## config.mk

```make
export PLATFORM = sky130hd
export DESIGN_NAME = phy_event_status
export DESIGN_NICKNAME = d
export VERILOG_FILES = /design/src/phy_event_pkg.sv /design/src/phy_event_status.sv
export SDC_FILE = /design/constraint.sdc
export NUM_CORES = 1
export LEC_CHECK = 0
export BUFFER_PORTS_ARGS = -buffer_cell sky130_fd_sc_hd__buf_2
export CORE_MARGIN = 1
export CORE_UTILIZATION = 46
export CTS_BUF_LIST = sky130_fd_sc_hd__clkbuf_4
export DETAILED_ROUTE_END_ITERATION = 7
export PLACE_DENSITY = 0.74
export SLEW_MARGIN = 20
export SYNTH_ARGS = -nofsm -noshare
export SYNTH_HDL_FRONTEND = slang
export SYNTH_SLANG_ARGS = --single-unit
export TNS_END_PERCENT = 10
```

## constraint.sdc

```tcl
create_clock -name aclk -period 2.1 [get_ports aclk]
set_clock_uncertainty 0.2 [all_clocks]
set_input_delay 0.315 -clock aclk [delete_from_list [all_inputs] [get_ports aclk]]
set_output_delay 0.315 -clock aclk [all_outputs]
set_load 0.02 [all_outputs]
```

## src/phy_event_pkg.sv

```systemverilog
// Purpose: Constants and carrier types for the PHY event status block
// Assumes: AXI4-Lite register access, word per register, index * 4 = byte
// Notes: Status bits sit in 15:8 and their enables in 7:0 of each bank
package phy_event_pkg;
   // Register indices; byte address is index times four
   localparam logic [5:0] IDX_INT_CTRL = 6'h11;
   localparam logic [5:0] IDX_BANK1 = 6'h12;
   localparam logic [5:0] IDX_BANK2 = 6'h13;
   localparam logic [5:0] IDX_FALSE_CARRIER = 6'h14;
   localparam logic [5:0] IDX_RX_ERROR = 6'h15;
   localparam int ADDR_WIDTH = 8;
   localparam int STATUS_LSB = 8;
   localparam int BANK_BITS = 8;
   localparam int GLOBAL_EN_BIT = 1;
   // Bank1 status positions of the counter half-full flags (bits 9, 8)
   localparam int B1_FC_HALF_BIT = 1;
   localparam int B1_RE_HALF_BIT = 0;
   localparam logic [7:0] FC_MAX = 8'hff;
   localparam logic [7:0] HALF_FULL = 8'h7f;
   localparam logic [15:0] RE_MAX_DEFAULT = 16'h00ff;
   localparam logic [1:0] RESP_OKAY = 2'h0;
   localparam logic [1:0] RESP_SLVERR = 2'h2;
   localparam logic [31:0] RESET_WORD = 32'h0000_0000;

   // Event strobes from the neighbouring detectors, one cycle each; rx_dv and mii_loopback are level qualifiers
   typedef struct packed {
      logic link_quality;
      logic energy_change;
      logic link_change;
      logic speed_change;
      logic duplex_change;
      logic an_complete;
      logic eee_error;
      logic an_error;
      logic page_received;
      logic loop_fifo_error;
      logic mdix_change;
      logic sleep_event;
      logic polarity_change;
      logic wol_packet;
      logic jabber;
      logic false_carrier;
      logic rx_symbol_error;
      logic rx_dv;
      logic mii_loopback;
   } phy_events_type;
endpackage : phy_event_pkg

```

## src/phy_event_status.sv

```systemverilog
// Purpose: Event status banks, enables, error counters, AXI4-Lite slave
// Assumes: Event inputs synchronous to aclk, one pulse per event
// Notes: Reading a status bank or counter clears it in the same handshake
//
// Implementation choice: register access over AXI4-Lite.
`timescale 1ns/100ps
module phy_event_status
   import phy_event_pkg::*;
#(
   parameter int RE_WIDTH = 16,
   parameter logic [15:0] RE_MAX = RE_MAX_DEFAULT
) (
   input wire logic aclk,
   input wire logic aresetn,
   input wire phy_events_type events,
   input wire logic [ADDR_WIDTH-1:0] awaddr,
   input wire logic awvalid,
   output logic awready,
   input wire logic [31:0] wdata,
   input wire logic [3:0] wstrb,
   input wire logic wvalid,
   output logic wready,
   output logic [1:0] bresp,
   output logic bvalid,
   input wire logic bready,
   input wire logic [ADDR_WIDTH-1:0] araddr,
   input wire logic arvalid,
   output logic arready,
   output logic [31:0] rdata,
   output logic [1:0] rresp,
   output logic rvalid,
   input wire logic rready,
   output logic irq
);

   // Refuse shapes the counter logic cannot hold
   if (RE_WIDTH != 16 || RE_MAX <= 16'(HALF_FULL)) begin : g_bad_params
      $error("phy_event_status: bad receive counter parameters");
   end

   logic [BANK_BITS-1:0] bank1_stat;
   logic [BANK_BITS-1:0] bank1_en;
   logic [BANK_BITS-1:0] bank2_stat;
   logic [BANK_BITS-1:0] bank2_en;
   logic [BANK_BITS-1:0] bank1_cause;
   logic [BANK_BITS-1:0] bank2_cause;
   logic global_en;
   logic [7:0] fc_count;
   logic [RE_WIDTH-1:0] re_count;
   logic fc_inc;
   logic re_inc;
   logic fc_half;
   logic re_half;
   logic fc_clr;
   logic re_clr;
   logic bank1_clr;
   logic bank2_clr;
   logic rd_fire;
   logic [5:0] rd_idx;
   logic aw_full;
   logic w_full;
   logic [5:0] wr_idx;
   logic [31:0] wr_data;
   logic [3:0] wr_strb;
   logic wr_do;
   logic [31:0] next_rdata;
   logic next_rmiss;

   // Read handshake decode; clears act on the word being returned
   assign rd_fire = arvalid && arready;
   assign rd_idx = araddr[7:2];
   assign fc_clr = rd_fire && rd_idx == IDX_FALSE_CARRIER;
   assign re_clr = rd_fire && rd_idx == IDX_RX_ERROR;
   assign bank1_clr = rd_fire && rd_idx == IDX_BANK1;
   assign bank2_clr = rd_fire && rd_idx == IDX_BANK2;

   // Counter increment qualifiers
   assign fc_inc = events.false_carrier && fc_count != FC_MAX;
   assign re_inc = events.rx_symbol_error && events.rx_dv
      && !events.mii_loopback
      && re_count != RE_MAX;

   // Half-full fires on the step from 7Fh to 80h; a clear that same
   // cycle restarts the count so no crossing happens
   assign fc_half = fc_inc && !fc_clr && fc_count == HALF_FULL;
   assign re_half = re_inc && !re_clr
      && re_count == 16'(HALF_FULL);

   // Bank2 causes, one per status bit
   assign bank2_cause[7] = events.eee_error;
   assign bank2_cause[6] = events.an_error;
   assign bank2_cause[5] = events.page_received;
   assign bank2_cause[4] = events.loop_fifo_error;
   assign bank2_cause[3] = events.mdix_change;
   assign bank2_cause[2] = events.sleep_event;
   // Polarity and WoL share one flag, software cannot tell them apart
   assign bank2_cause[1] = events.polarity_change | events.wol_packet;
   assign bank2_cause[0] = events.jabber;

   // Bank1 causes; counter half-full feeds bits 9 and 8
   assign bank1_cause[7:2] = {events.link_quality, events.energy_change,
      events.link_change, events.speed_change, events.duplex_change,
      events.an_complete};
   assign bank1_cause[B1_FC_HALF_BIT] = fc_half;
   assign bank1_cause[B1_RE_HALF_BIT] = re_half;

   // Latched status per bit; the set wins over a read clear
   for (genvar i = 0; i < BANK_BITS; i++) begin : g_latch
      always_ff @(posedge aclk) begin
         if (!aresetn) begin
            bank1_stat[i] <= 1'b0;
            bank2_stat[i] <= 1'b0;
         end else begin
            bank1_stat[i] <= (bank1_stat[i] && !bank1_clr)
               || bank1_cause[i];
            bank2_stat[i] <= (bank2_stat[i] && !bank2_clr)
               || bank2_cause[i];
         end
      end
   end

   // False carrier counter; an event during the clearing read counts 1
   always_ff @(posedge aclk) begin
      if (!aresetn) begin
         fc_count <= 8'h00;
      end else if (fc_clr) begin
         fc_count <= {7'h00, events.false_carrier};
      end else if (fc_inc) begin
         fc_count <= fc_count + 8'h01;
      end
   end

   // Receive error counter, same clear-on-read treatment
   always_ff @(posedge aclk) begin
      if (!aresetn) begin
         re_count <= '0;
      end else if (re_clr) begin
         re_count <= RE_WIDTH'(events.rx_symbol_error && events.rx_dv
            && !events.mii_loopback);
      end else if (re_inc) begin
         re_count <= re_count + RE_WIDTH'(1);
      end
   end

   // Write channel capture; address and data may arrive in any order
   always_ff @(posedge aclk) begin
      if (!aresetn) begin
         aw_full <= 1'b0;
         w_full <= 1'b0;
         awready <= 1'b1;
         wready <= 1'b1;
         wr_idx <= 6'h00;
         wr_data <= RESET_WORD;
         wr_strb <= 4'h0;
      end else if (bvalid && bready) begin
         aw_full <= 1'b0;
         w_full <= 1'b0;
         awready <= 1'b1;
         wready <= 1'b1;
      end else begin
         if (awvalid && awready) begin
            aw_full <= 1'b1;
            awready <= 1'b0;
            wr_idx <= awaddr[7:2];
         end
         if (wvalid && wready) begin
            w_full <= 1'b1;
            wready <= 1'b0;
            wr_data <= wdata;
            wr_strb <= wstrb;
         end
      end
   end

   assign wr_do = aw_full && w_full && !bvalid;

   // Write response, one cycle after both halves are held
   always_ff @(posedge aclk) begin
      if (!aresetn) begin
         bvalid <= 1'b0;
         bresp <= RESP_OKAY;
      end else if (wr_do) begin
         bvalid <= 1'b1;
         if (wr_idx == IDX_INT_CTRL || wr_idx == IDX_BANK1
               || wr_idx == IDX_BANK2 || wr_idx == IDX_FALSE_CARRIER
               || wr_idx == IDX_RX_ERROR) begin
            bresp <= RESP_OKAY;
         end else begin
            bresp <= RESP_SLVERR;
         end
      end else if (bready) begin
         bvalid <= 1'b0;
      end
   end

   // Enable and control writes; status and counters ignore writes
   always_ff @(posedge aclk) begin
      if (!aresetn) begin
         bank1_en <= '0;
         bank2_en <= '0;
         global_en <= 1'b0;
      end else if (wr_do && wr_strb[0]) begin
         if (wr_idx == IDX_BANK1) begin
            bank1_en <= wr_data[BANK_BITS-1:0];
         end else if (wr_idx == IDX_BANK2) begin
            bank2_en <= wr_data[BANK_BITS-1:0];
         end else if (wr_idx == IDX_INT_CTRL) begin
            global_en <= wr_data[GLOBAL_EN_BIT];
         end
      end
   end

   // Read data mux over present values
   always_comb begin
      next_rdata = RESET_WORD;
      next_rmiss = 1'b0;
      if (rd_idx == IDX_INT_CTRL) begin
         next_rdata[GLOBAL_EN_BIT] = global_en;
      end else if (rd_idx == IDX_BANK1) begin
         next_rdata[15:0] = {bank1_stat, bank1_en};
      end else if (rd_idx == IDX_BANK2) begin
         next_rdata[15:0] = {bank2_stat, bank2_en};
      end else if (rd_idx == IDX_FALSE_CARRIER) begin
         next_rdata[7:0] = fc_count;
      end else if (rd_idx == IDX_RX_ERROR) begin
         next_rdata[15:0] = re_count;
      end else begin
         next_rmiss = 1'b1;
      end
   end

   // Read channel; one read in flight
   always_ff @(posedge aclk) begin
      if (!aresetn) begin
         arready <= 1'b1;
         rvalid <= 1'b0;
         rdata <= RESET_WORD;
         rresp <= RESP_OKAY;
      end else if (rd_fire) begin
         arready <= 1'b0;
         rvalid <= 1'b1;
         rdata <= next_rdata;
         rresp <= next_rmiss ? RESP_SLVERR : RESP_OKAY;
      end else if (rvalid && rready) begin
         rvalid <= 1'b0;
         arready <= 1'b1;
      end
   end

   // Interrupt request, registered so the pin never glitches
   always_ff @(posedge aclk) begin
      if (!aresetn) begin
         irq <= 1'b0;
      end else begin
         irq <= global_en
            && (|(bank1_stat & bank1_en) || |(bank2_stat & bank2_en));
      end
   end
endmodule : phy_event_status

```

==> results.toml, run 1 <==
[run_status]
status = "finished, final reports clean"

[yosys]
ys_types = 53
synth_top_area_cell = "dfxtp_1"
synth_area_leaders = "dfxtp_1 44%, mux2i_1 5.6%, a21oi_1 4.8%"
synth_area_sq_mm = 0.004456
ys.flop_type = "dfxtp_1"
synth-edff-count = 0
yosysSeqAreaShare_pct = 44.03
syn_inst = 512
syn-mean-instance-area_sq_um = 8.702
async_reset_ff_share_pct = 0
synth_top_area_share_pct = 44.03
ys_warn_count = 0
yosys_register_bits = 98

[drt]
firstDrtPassIters = 5
vias_per_cell = 5.576
routedWlPerCell_um = 15.34
ant_nets = 0
routed_wl_um = 11750
vias = 4271
drt-initial-drc-count = 336
drcViolationCount = 0

[timing]
fmax_mhz = 496.3
maxSlewViolCount = 0
slew_headroom_pct = 36.51
rsz0062_at_grt = "false"
fin_crit_sh_pct = 95.95
min_period_ns = 2.015
timing_hold_violations_final = 0
setup_tns_ns = 0
worst_pin_slew_ns = 0.9488
setup_viol = 0

[floorplan]
start_util_pct = 47.77
coreArea_sq_mm = 0.009328
die_h_um = 100.4
floorplan.die_area_sq_mm = 0.01008
die_x_um = 100.4
row_count = 35
ios = 120

[critical_path]
regToRegStartpoint = "wr_idx[5]$_SDFFE_PN0P_"
cp.required_ns = 2.26
critPathLaunchType = "register"
worst-setup-path-type = "reg2reg"
end_kind = "register"
setup.worst_path.start = "wr_idx[5]$_SDFFE_PN0P_"
crit_arrival_ns = 2.18
crit_fanout = 16

[final_layout]
synthToLayoutAreaGrowth_pct = 24.38
multi_input_area_sq_mm = 0.002280
antenna_cells = 0
seq_area_sq_mm = 0.001963
fill_cells = 819
nets = 712
layout-drive-gt1-share_pct = 21.04
instances_no_fill = 766

[place]
place_congestion = 0.9169
placed_cells = 713
hpwl_um = 8377
port_buffers = 70

[pwr]
total_power_mw = 3.409
p_leak_nw = 2.240
p_per_area_mw_per_mm2 = 615.1
vdd_ir_drop_max_v = 0.0003972

[global_routing]
grt_max_degree = 38
grt_pass1_wl_um = 19380
grt_overflow_total = 0
grt_pass1_vias = 4097
track_usage_pct = 24.31
antenna_found_initial = 0

[clock_network]
h-tree-depth = 3
clkSlewWorstSetupHoldPaths_ns = 0.15
root_buffer = "clkbuf_4"
cts_buffers = 9
clkSinkCount = 98
clockBufferDepth = 2
post-cts-setup-buffers = 0
cts_tree = "done"
insertion_delay_ns = 0.46

[hold_path]
hold_class = "in2reg"
hp-start = "events[3]"

[run]
cap_violations = 0
worst max-delay path, cell delays in order (launching register included):
cell	delay [ns]
dfxtp_1	0.34
or3b_2	0.49
or4_1	0.54
buf_6	0.17
nand3_1	0.09
o21ai_0	0.08
metrics by stage:
step           cell area, sq um  hold WS (ns)  worst slack [ns]  util, %
2_1_floorplan              4519        0.2154           0.05580        -
3_5_place_dp               5016        0.2421          -0.08265    53.78
6_report                   5542      0.007751           0.08509    59.41
4_1_cts                    5533      0.002223           0.04663    59.32
3_3_place_gp               5016        0.2396          -0.05361    53.78
5_1_grt                    5542       0.02273          0.003222    59.41
timing repair:
action | CTS | global route
hold buffers | 37 | 0
setup endpoints to repair | 0 | 7
resized for setup | 0 | 3
endpoints found under the hold margin | 36 | 0
state kept, by name, summed over array words and instances, names as in the netlist, 6 cells and up:
name,flops
bank1_en,8
re_count,16
bank2_en,8
wr_data,8
bank2_stat,8
wr_idx,6
rdata,16
fc_count,8
bank1_stat,8
synth_stat cells (2+ instances only):
cell,n
or2_2,2
nor2b_1,3
a211oi_1,2
and4_1,2
nor4_1,2
or3_1,2
a21oi_1,43
mux2_2,2
a221oi_1,9
ha_1,2
buf_4,18
buf_2,4
nor2_1,46
inv_1,5
nand3_1,21
mux2i_1,25
dfxtp_1,98
o21a_1,2
a22oi_1,10
and3_1,6
and2_1,2
and3b_1,3
o211ai_1,7
or4_1,11
nand2_1,40
o31ai_1,5
nand4_1,6
clkbuf_1,24
nand4b_1,4
a22o_1,18
or3_2,3
o21ai_0,34
a31oi_1,5
nand3b_1,5
nand2b_1,13
nor3_1,11
layout make-up:
cell class | instances | area share (%)
multi-input cells | 378 | 41.14
flip-flops and latches | 98 | 35.43
repair buffers | 140 | 17.54
well taps | 129 | 2.913
clock buffers | 11 | 1.490
clock inverters | 5 | 1.152
inverters | 5 | 0.3387
power by group:
group | switching (mW) | internal [mW]
Sequential | 0.0472 | 1.92
Clock | 0.646 | 0.402
Combinational | 0.217 | 0.180
Total | 0.910 | 2.50
layer usage:
metal	GRT usage, %	up-vias	wire (um)
met5	0	-	0
li1	-	2083	-
met3	4.387	30	783
met4	9.810	0	249
met2	41.57	182	5661
met1	30.22	1976	5053
path summary, 6_finish.rpt:
kind	to	cells after the start	slack, ns
setup / recovery	bank1_en[4]$_SDFFE_PN0P_	5	0.09
hold / removal	fc_count[0]$_SDFFE_PN0P_	3	0.008
setup reg to reg	bank1_en[4]$_SDFFE_PN0P_	5	0.09
hold reg to reg	rdata[10]$_SDFFE_PN0N_	2	0.27
cell usage in the layout, fill, tap and decap left out, drive strengths merged, types with 2 or more instances in the layout:
master	instances
o211ai	7
nand4b	4
a211oi	2
nand2	40
a21oi	43
or4	11
nand3b	5
o31ai	5
inv	6
nand4	7
nand2b	13
nor2b	3
dlygate4sd3	37
nor3	11
mux2i	25
or2	2
conb	18
nand3	21
mux2	2
or3	5
clkinv	3
and4	3
a221oi	9
buf	103
a22o	18
dfxtp	98
ha	2
nor4	2
o21a	2
a31oi	5
and2	3
o21ai	34
clkbuf	11
and3	6
a22oi	10
and3b	3
nor2	46
cells by family after synthesis:
family / Yosys count / synth area share, %
AO/OA/AOI/OAI: 140 / 20.05
XOR/XNOR: 2 / 0.3932
adder cells (fa/ha/maj): 2 / 0.5616
buffers and inverters: 53 / 6.318
flip-flops: 98 / 44.03
multiplexers: 27 / 6.122
other: 1 / 0.08417
AND/OR/NAND/NOR: 189 / 22.44
No activity file was read; power rests on OpenSTA's default activity.
==> run 2, diff against run 1 <==
Settings changed: PLACE_DENSITY 0.74 to 0.71.
Clock period 2.1 ns to 2.3 ns, I/O delays scaled along.
==> run 2 against run 1 <==
  * Routed wire length increased by 2.1%
  * Sequential share of layout area increased by 0.64 points
  * Global-route usage increased by 0.48 points
  * Combinational power decreased by 7.6%
  * Critical path depth increased by 1
  * Final cell count decreased by 1.6%
  * First-iteration DRC count decreased by 4.2%
  * Utilization decreased by 1.1 points
  * Final area decreased by 1.8%
  * Count of clock-buffer cells in the layout decreased by 2
  * Largest cell class unchanged
==> results.toml, run 2 (synthesis results as in run 1) <==
[timing]
min_period_ns = 2.153
fmax_mhz = 464.6
worst_pin_slew_ns = 1.049
setup_tns_ns = 0
timing_hold_violations_final = 0
slew_headroom_pct = 29.79
maxSlewViolCount = 0
fin_crit_sh_pct = 93.59
hold_slack_ns = 0.05479
setup_viol = 0

[critical_path]
end_kind = "register"
cp_cell_sequence = "and2_2 -> nand4_1 -> buf_4 -> a211oi_1 -> dlygate4sd3_1 -> nor2_1"
regToRegStartpoint = "arready$_SDFFE_PN1P_"
reg2reg_depth = 6
worst-setup-path-type = "reg2reg"
rrSetupSlack_ns = 0.15
path_delay_family = "buffers and inverters"
crit_fanout = 10
critPathSlowestCell = "dlygate4sd3_1"
crit_arrival_ns = 2.31
cpPeakStageDelay_ns = 0.58
cp.required_ns = 2.46
critPathLaunchType = "register"
r2r_end = "bank2_stat[1]$_SDFF_PN0_"
worst-path-buf-inv = 2

[pwr]
total_power_mw = 3.066
vdd_ir_drop_max_v = 0.0003464
p_per_area_mw_per_mm2 = 563.7
p_leak_nw = 2.170

[global_routing]
grt_pass1_wl_um = 19510
grt_max_degree = 38
grt_overflow_total = 0
antenna_found_initial = 0
grt_pass1_vias = 3954
track_usage_pct = 24.79

[final_layout]
antenna_cells = 0
final_cell_mix = "98 x dfxtp_1, 70 x buf_2, 46 x nor2_1, 43 x a21oi_1, 40 x nand2_1"
nets = 700
fill_cells = 864
synthToLayoutAreaGrowth_pct = 22.10
top_regs = "rdata x16, re_count x16"
instances_no_fill = 754
layout_commonest_cell = "dfxtp_1"
layout-drive-gt1-share_pct = 19.20

[floorplan]
row_count = 35
ios = 120
floorplan.die_area_sq_mm = 0.01008
coreArea_sq_mm = 0.009328
die_h_um = 100.4
start_util_pct = 47.77
die_x_um = 100.4

[run]
cap_violations = 0

[clock_network]
clkSinkCount = 98
clockBufferDepth = 2
root_buffer = "clkbuf_4"
cts_tree = "done"
cts_buffers = 9
clkSlewWorstSetupHoldPaths_ns = 0.15
insertion_delay_ns = 0.45
h-tree-depth = 3

[drt]
firstDrtPassIters = 5
ant_nets = 0
drt-initial-drc-count = 322
routedWlPerCell_um = 15.91
vias = 4227
routed_wl_um = 12000
met2_length_um = 5861
top_layer = "met4"
route.met3.wl_um = 655
wl_met1_um = 5166
drcViolationCount = 0
vias_per_cell = 5.606

[place]
place_congestion = 0.8726
hpwl_um = 8393
port_buffers = 70
placed_cells = 701

[hold_path]
hold_class = "in2reg"
hp-start = "events[3]"
worstHoldEndpoint = "fc_count[0]$_SDFFE_PN0P_"
whs_path_depth = 3

[run_status]
status = "finished, final reports clean"
## run 2: routing by layer
layer	global-route usage [%]	vias up
met5	0	-
met4	10.81	0
met3	4.318	27
met2	41.99	160
met1	30.92	1979
li1	-	2061
## run 2: timing repair
action                                  CTS  global route
hold buffers                             37             0
endpoints found under the setup margin    0             6
setup buffers                             0             0
endpoints found under the hold margin    36             0
resized for setup                         0             3
## run 2: tightest hold or removal path: cells and delay by family
kind	cells	cell delay, ns
AND/OR/NAND/NOR	1	0.07
buffers and inverters	1	0.15
AO/OA/AOI/OAI	1	0.10
## run 2: worst max path at each step
stage / from / to / slack, ns / cells after the start
2_1_floorplan: events[0] / re_count[13]$_SDFFE_PP0P_ / 0.23 / 5
3_3_place_gp: events[0] / re_count[15]$_SDFFE_PP0P_ / 0.12 / 5
3_5_place_dp: events[0] / re_count[15]$_SDFFE_PP0P_ / 0.09 / 5
4_1_cts: arready$_SDFFE_PN1P_ / bank2_stat[1]$_SDFF_PN0_ / 0.06 / 6
5_1_grt: arready$_SDFFE_PN1P_ / bank2_stat[1]$_SDFF_PN0_ / -0.001 / 6
6_report: arready$_SDFFE_PN1P_ / bank2_stat[1]$_SDFF_PN0_ / 0.15 / 6
## run 2: per-stage QoR
stage / setup slack (ns) / instance area, sq um / utilization (%)
floorplan: 0.2258 / 4519 / -
global placement: 0.1183 / 4926 / 52.81
detailed placement: 0.09004 / 4926 / 52.81
CTS: 0.06107 / 5431 / 58.23
global route: -0.001266 / 5440 / 58.32
finish: 0.1475 / 5440 / 58.32
## run 2: cell type report
cell class                      count  area (sq um)  share of cell area [%]
Sequential cell                    98          1962                   36.06
Inverter                            5         18.77                  0.3450
Clock buffer                        9         67.56                   1.242
Tap cell                          129         161.4                   2.967
Timing Repair Buffer              128         878.3                   16.15
Multi-Input combinational cell    378          2285                   42.00
Clock inverter                      7         67.56                   1.242
## run 2: where the power goes
part | internal (mW) | switching [mW] | leakage, nW
clock | 0.329 | 0.578 | 0.0730
combinational | 0.163 | 0.203 | 1.30
sequential | 1.75 | 0.0425 | 0.799
==> run 3, diff against run 2 <==
Settings changed: CORE_MARGIN 1 to not set, CTS_BUF_LIST sky130_fd_sc_hd__clkbuf_4 to not set.
==> run 3 against run 2 <==
  * Sequential share of layout area increased by 1.0 points
  * Global-route usage fell by 1.2 points
  * Worst setup slack better by 0.0058 ns
  * Largest power group unchanged
  * Die area unchanged
  * Highest routed layer unchanged
  * Final area decreased by 2.8%
  * Fmax up 0.27%
  * Combinational power shrank 10%
  * Utilization shrank 1.6 points
==> results.toml, run 3 (synthesis results as in run 1) <==
[run_status]
status = "finished, final reports clean"

[global_routing]
grt_pass1_vias = 3792
track_usage_pct = 23.57
antenna_found_initial = 0
grt_max_degree = 38
grt_overflow_total = 0
grt_pass1_wl_um = 18630

[place]
hpwl_um = 8393
placed_area_sq_mm = 0.004926
place_congestion = 0.8726
placed_cells = 701
port_buffers = 70

[clock_network]
clkSlewWorstSetupHoldPaths_ns = 0.09
root_buffer = "clkbuf_8"
cts_tree = "done"
cts_buffers = 9
clkSinkCount = 98
insertion_delay_ns = 0.37
clockBufferDepth = 2
h-tree-depth = 3

[drt]
vias = 4129
routedWlPerCell_um = 15.62
ant_nets = 0
firstDrtPassIters = 5
drcViolationCount = 0
drt-initial-drc-count = 303
vias_per_cell = 5.656
routed_wl_um = 11400

[final_layout]
design_area_sq_mm = 0.005286
final_cell_mix = "98 x dfxtp_1, 70 x buf_2, 46 x nor2_1, 43 x a21oi_1, 40 x nand2_1"
layout_commonest_cell = "dfxtp_1"
synthToLayoutAreaGrowth_pct = 18.65
antenna_cells = 0
layout-drive-gt1-share_pct = 20.47
nets = 676
top_regs = "rdata x16, re_count x16"
instances_no_fill = 730

[critical_path]
regToRegStartpoint = "arready$_SDFFE_PN1P_"
crit_arrival_ns = 2.21
end_kind = "register"
worst-setup-path-type = "reg2reg"
setup.worst_path.start = "arready$_SDFFE_PN1P_"
cp.required_ns = 2.37
critPathLaunchType = "register"
crit_fanout = 10

[timing]
setup_viol = 0
maxSlewViolCount = 0
timing_hold_violations_final = 0
slew_headroom_pct = 28.77
setup_tns_ns = 0
fin_crit_sh_pct = 93.33
fmax_mhz = 465.8
rsz0062_at_grt = "false"
worst_pin_slew_ns = 1.064
min_period_ns = 2.147

[pwr]
vdd_ir_drop_max_v = 0.0003535
total_power_mw = 3.324
p_leak_nw = 2.110
p_per_area_mw_per_mm2 = 628.8

[floorplan]
die_h_um = 100.4
row_count = 35
floorplan.die_area_sq_mm = 0.01008
start_util_pct = 47.77
coreArea_sq_mm = 0.009328
ios = 120
die_x_um = 100.4

[hold_path]
hp-start = "events[11]"
hold_class = "in2reg"

[run]
cap_violations = 0
run 3: changes by cell type in the layout (fill, tap and decap cells not counted), sizes merged:
cell,before,now
clkbuf,9,12
dlygate4sd3,37,13
clkinv,5,2
run 3: cell type report:
type                            count  area [sq um]
Clock inverter                      4         56.30
Clock buffer                       12         165.2
Inverter                            5         18.77
Fill cell                         883          4041
Timing Repair Buffer              104         638.1
Sequential cell                    98          1962
Tap cell                          129         161.4
Multi-Input combinational cell    378          2285
run 3: report_power, final:
group          switching [mW]  internal, mW
Combinational           0.194         0.135
Sequential             0.0419          1.75
Clock                   0.606         0.600
Total                   0.841          2.48
run 3: repair_timing:
item,in CTS,in global routing
setup endpoints to repair,0,5
buffers inserted,0,0
gates resized for setup,0,3
hold buffers,13,0
endpoints found under the hold margin,12,0
run 3: critical path, cell delays in order (launching register included):
cell	delay (ns)
dfxtp_1	0.38
and2_2	0.29
nand4_1	0.11
buf_4	0.18
a211oi_1	0.25
dlygate4sd3_1	0.59
nor2_1	0.04
run 3: worst paths after layout:
| path | slack, ns | depth (start not counted) | end |
|---|---|---|---|
| min reg2reg | 0.26 | 2 | rdata[10]$_SDFFE_PN0N_ |
| max | 0.15 | 6 | bank2_stat[1]$_SDFF_PN0_ |
| max reg2reg | 0.15 | 6 | bank2_stat[1]$_SDFF_PN0_ |
| min | 0.003 | 3 | bank2_stat[6]$_SDFF_PN0_ |
run 3: stage by stage:
step	utilization, %	worst slack (ns)	hold slack [ns]
final	56.67	0.1533	0.003462
after global routing	56.67	0.02514	0.008633
after CTS	56.58	0.06283	0.0001210
after detailed placement	52.81	0.09004	0.2364
after global placement	52.81	0.1183	0.2421
after floorplan	-	0.2258	0.2350
run 3: layer usage:
layer	up-vias	wire (um)	track usage (%)
met3	23	588	4.318
met2	156	5493	39.09
li1	2021	-	-
met5	-	0	0
met4	0	255	10.03
met1	1929	5065	30.06
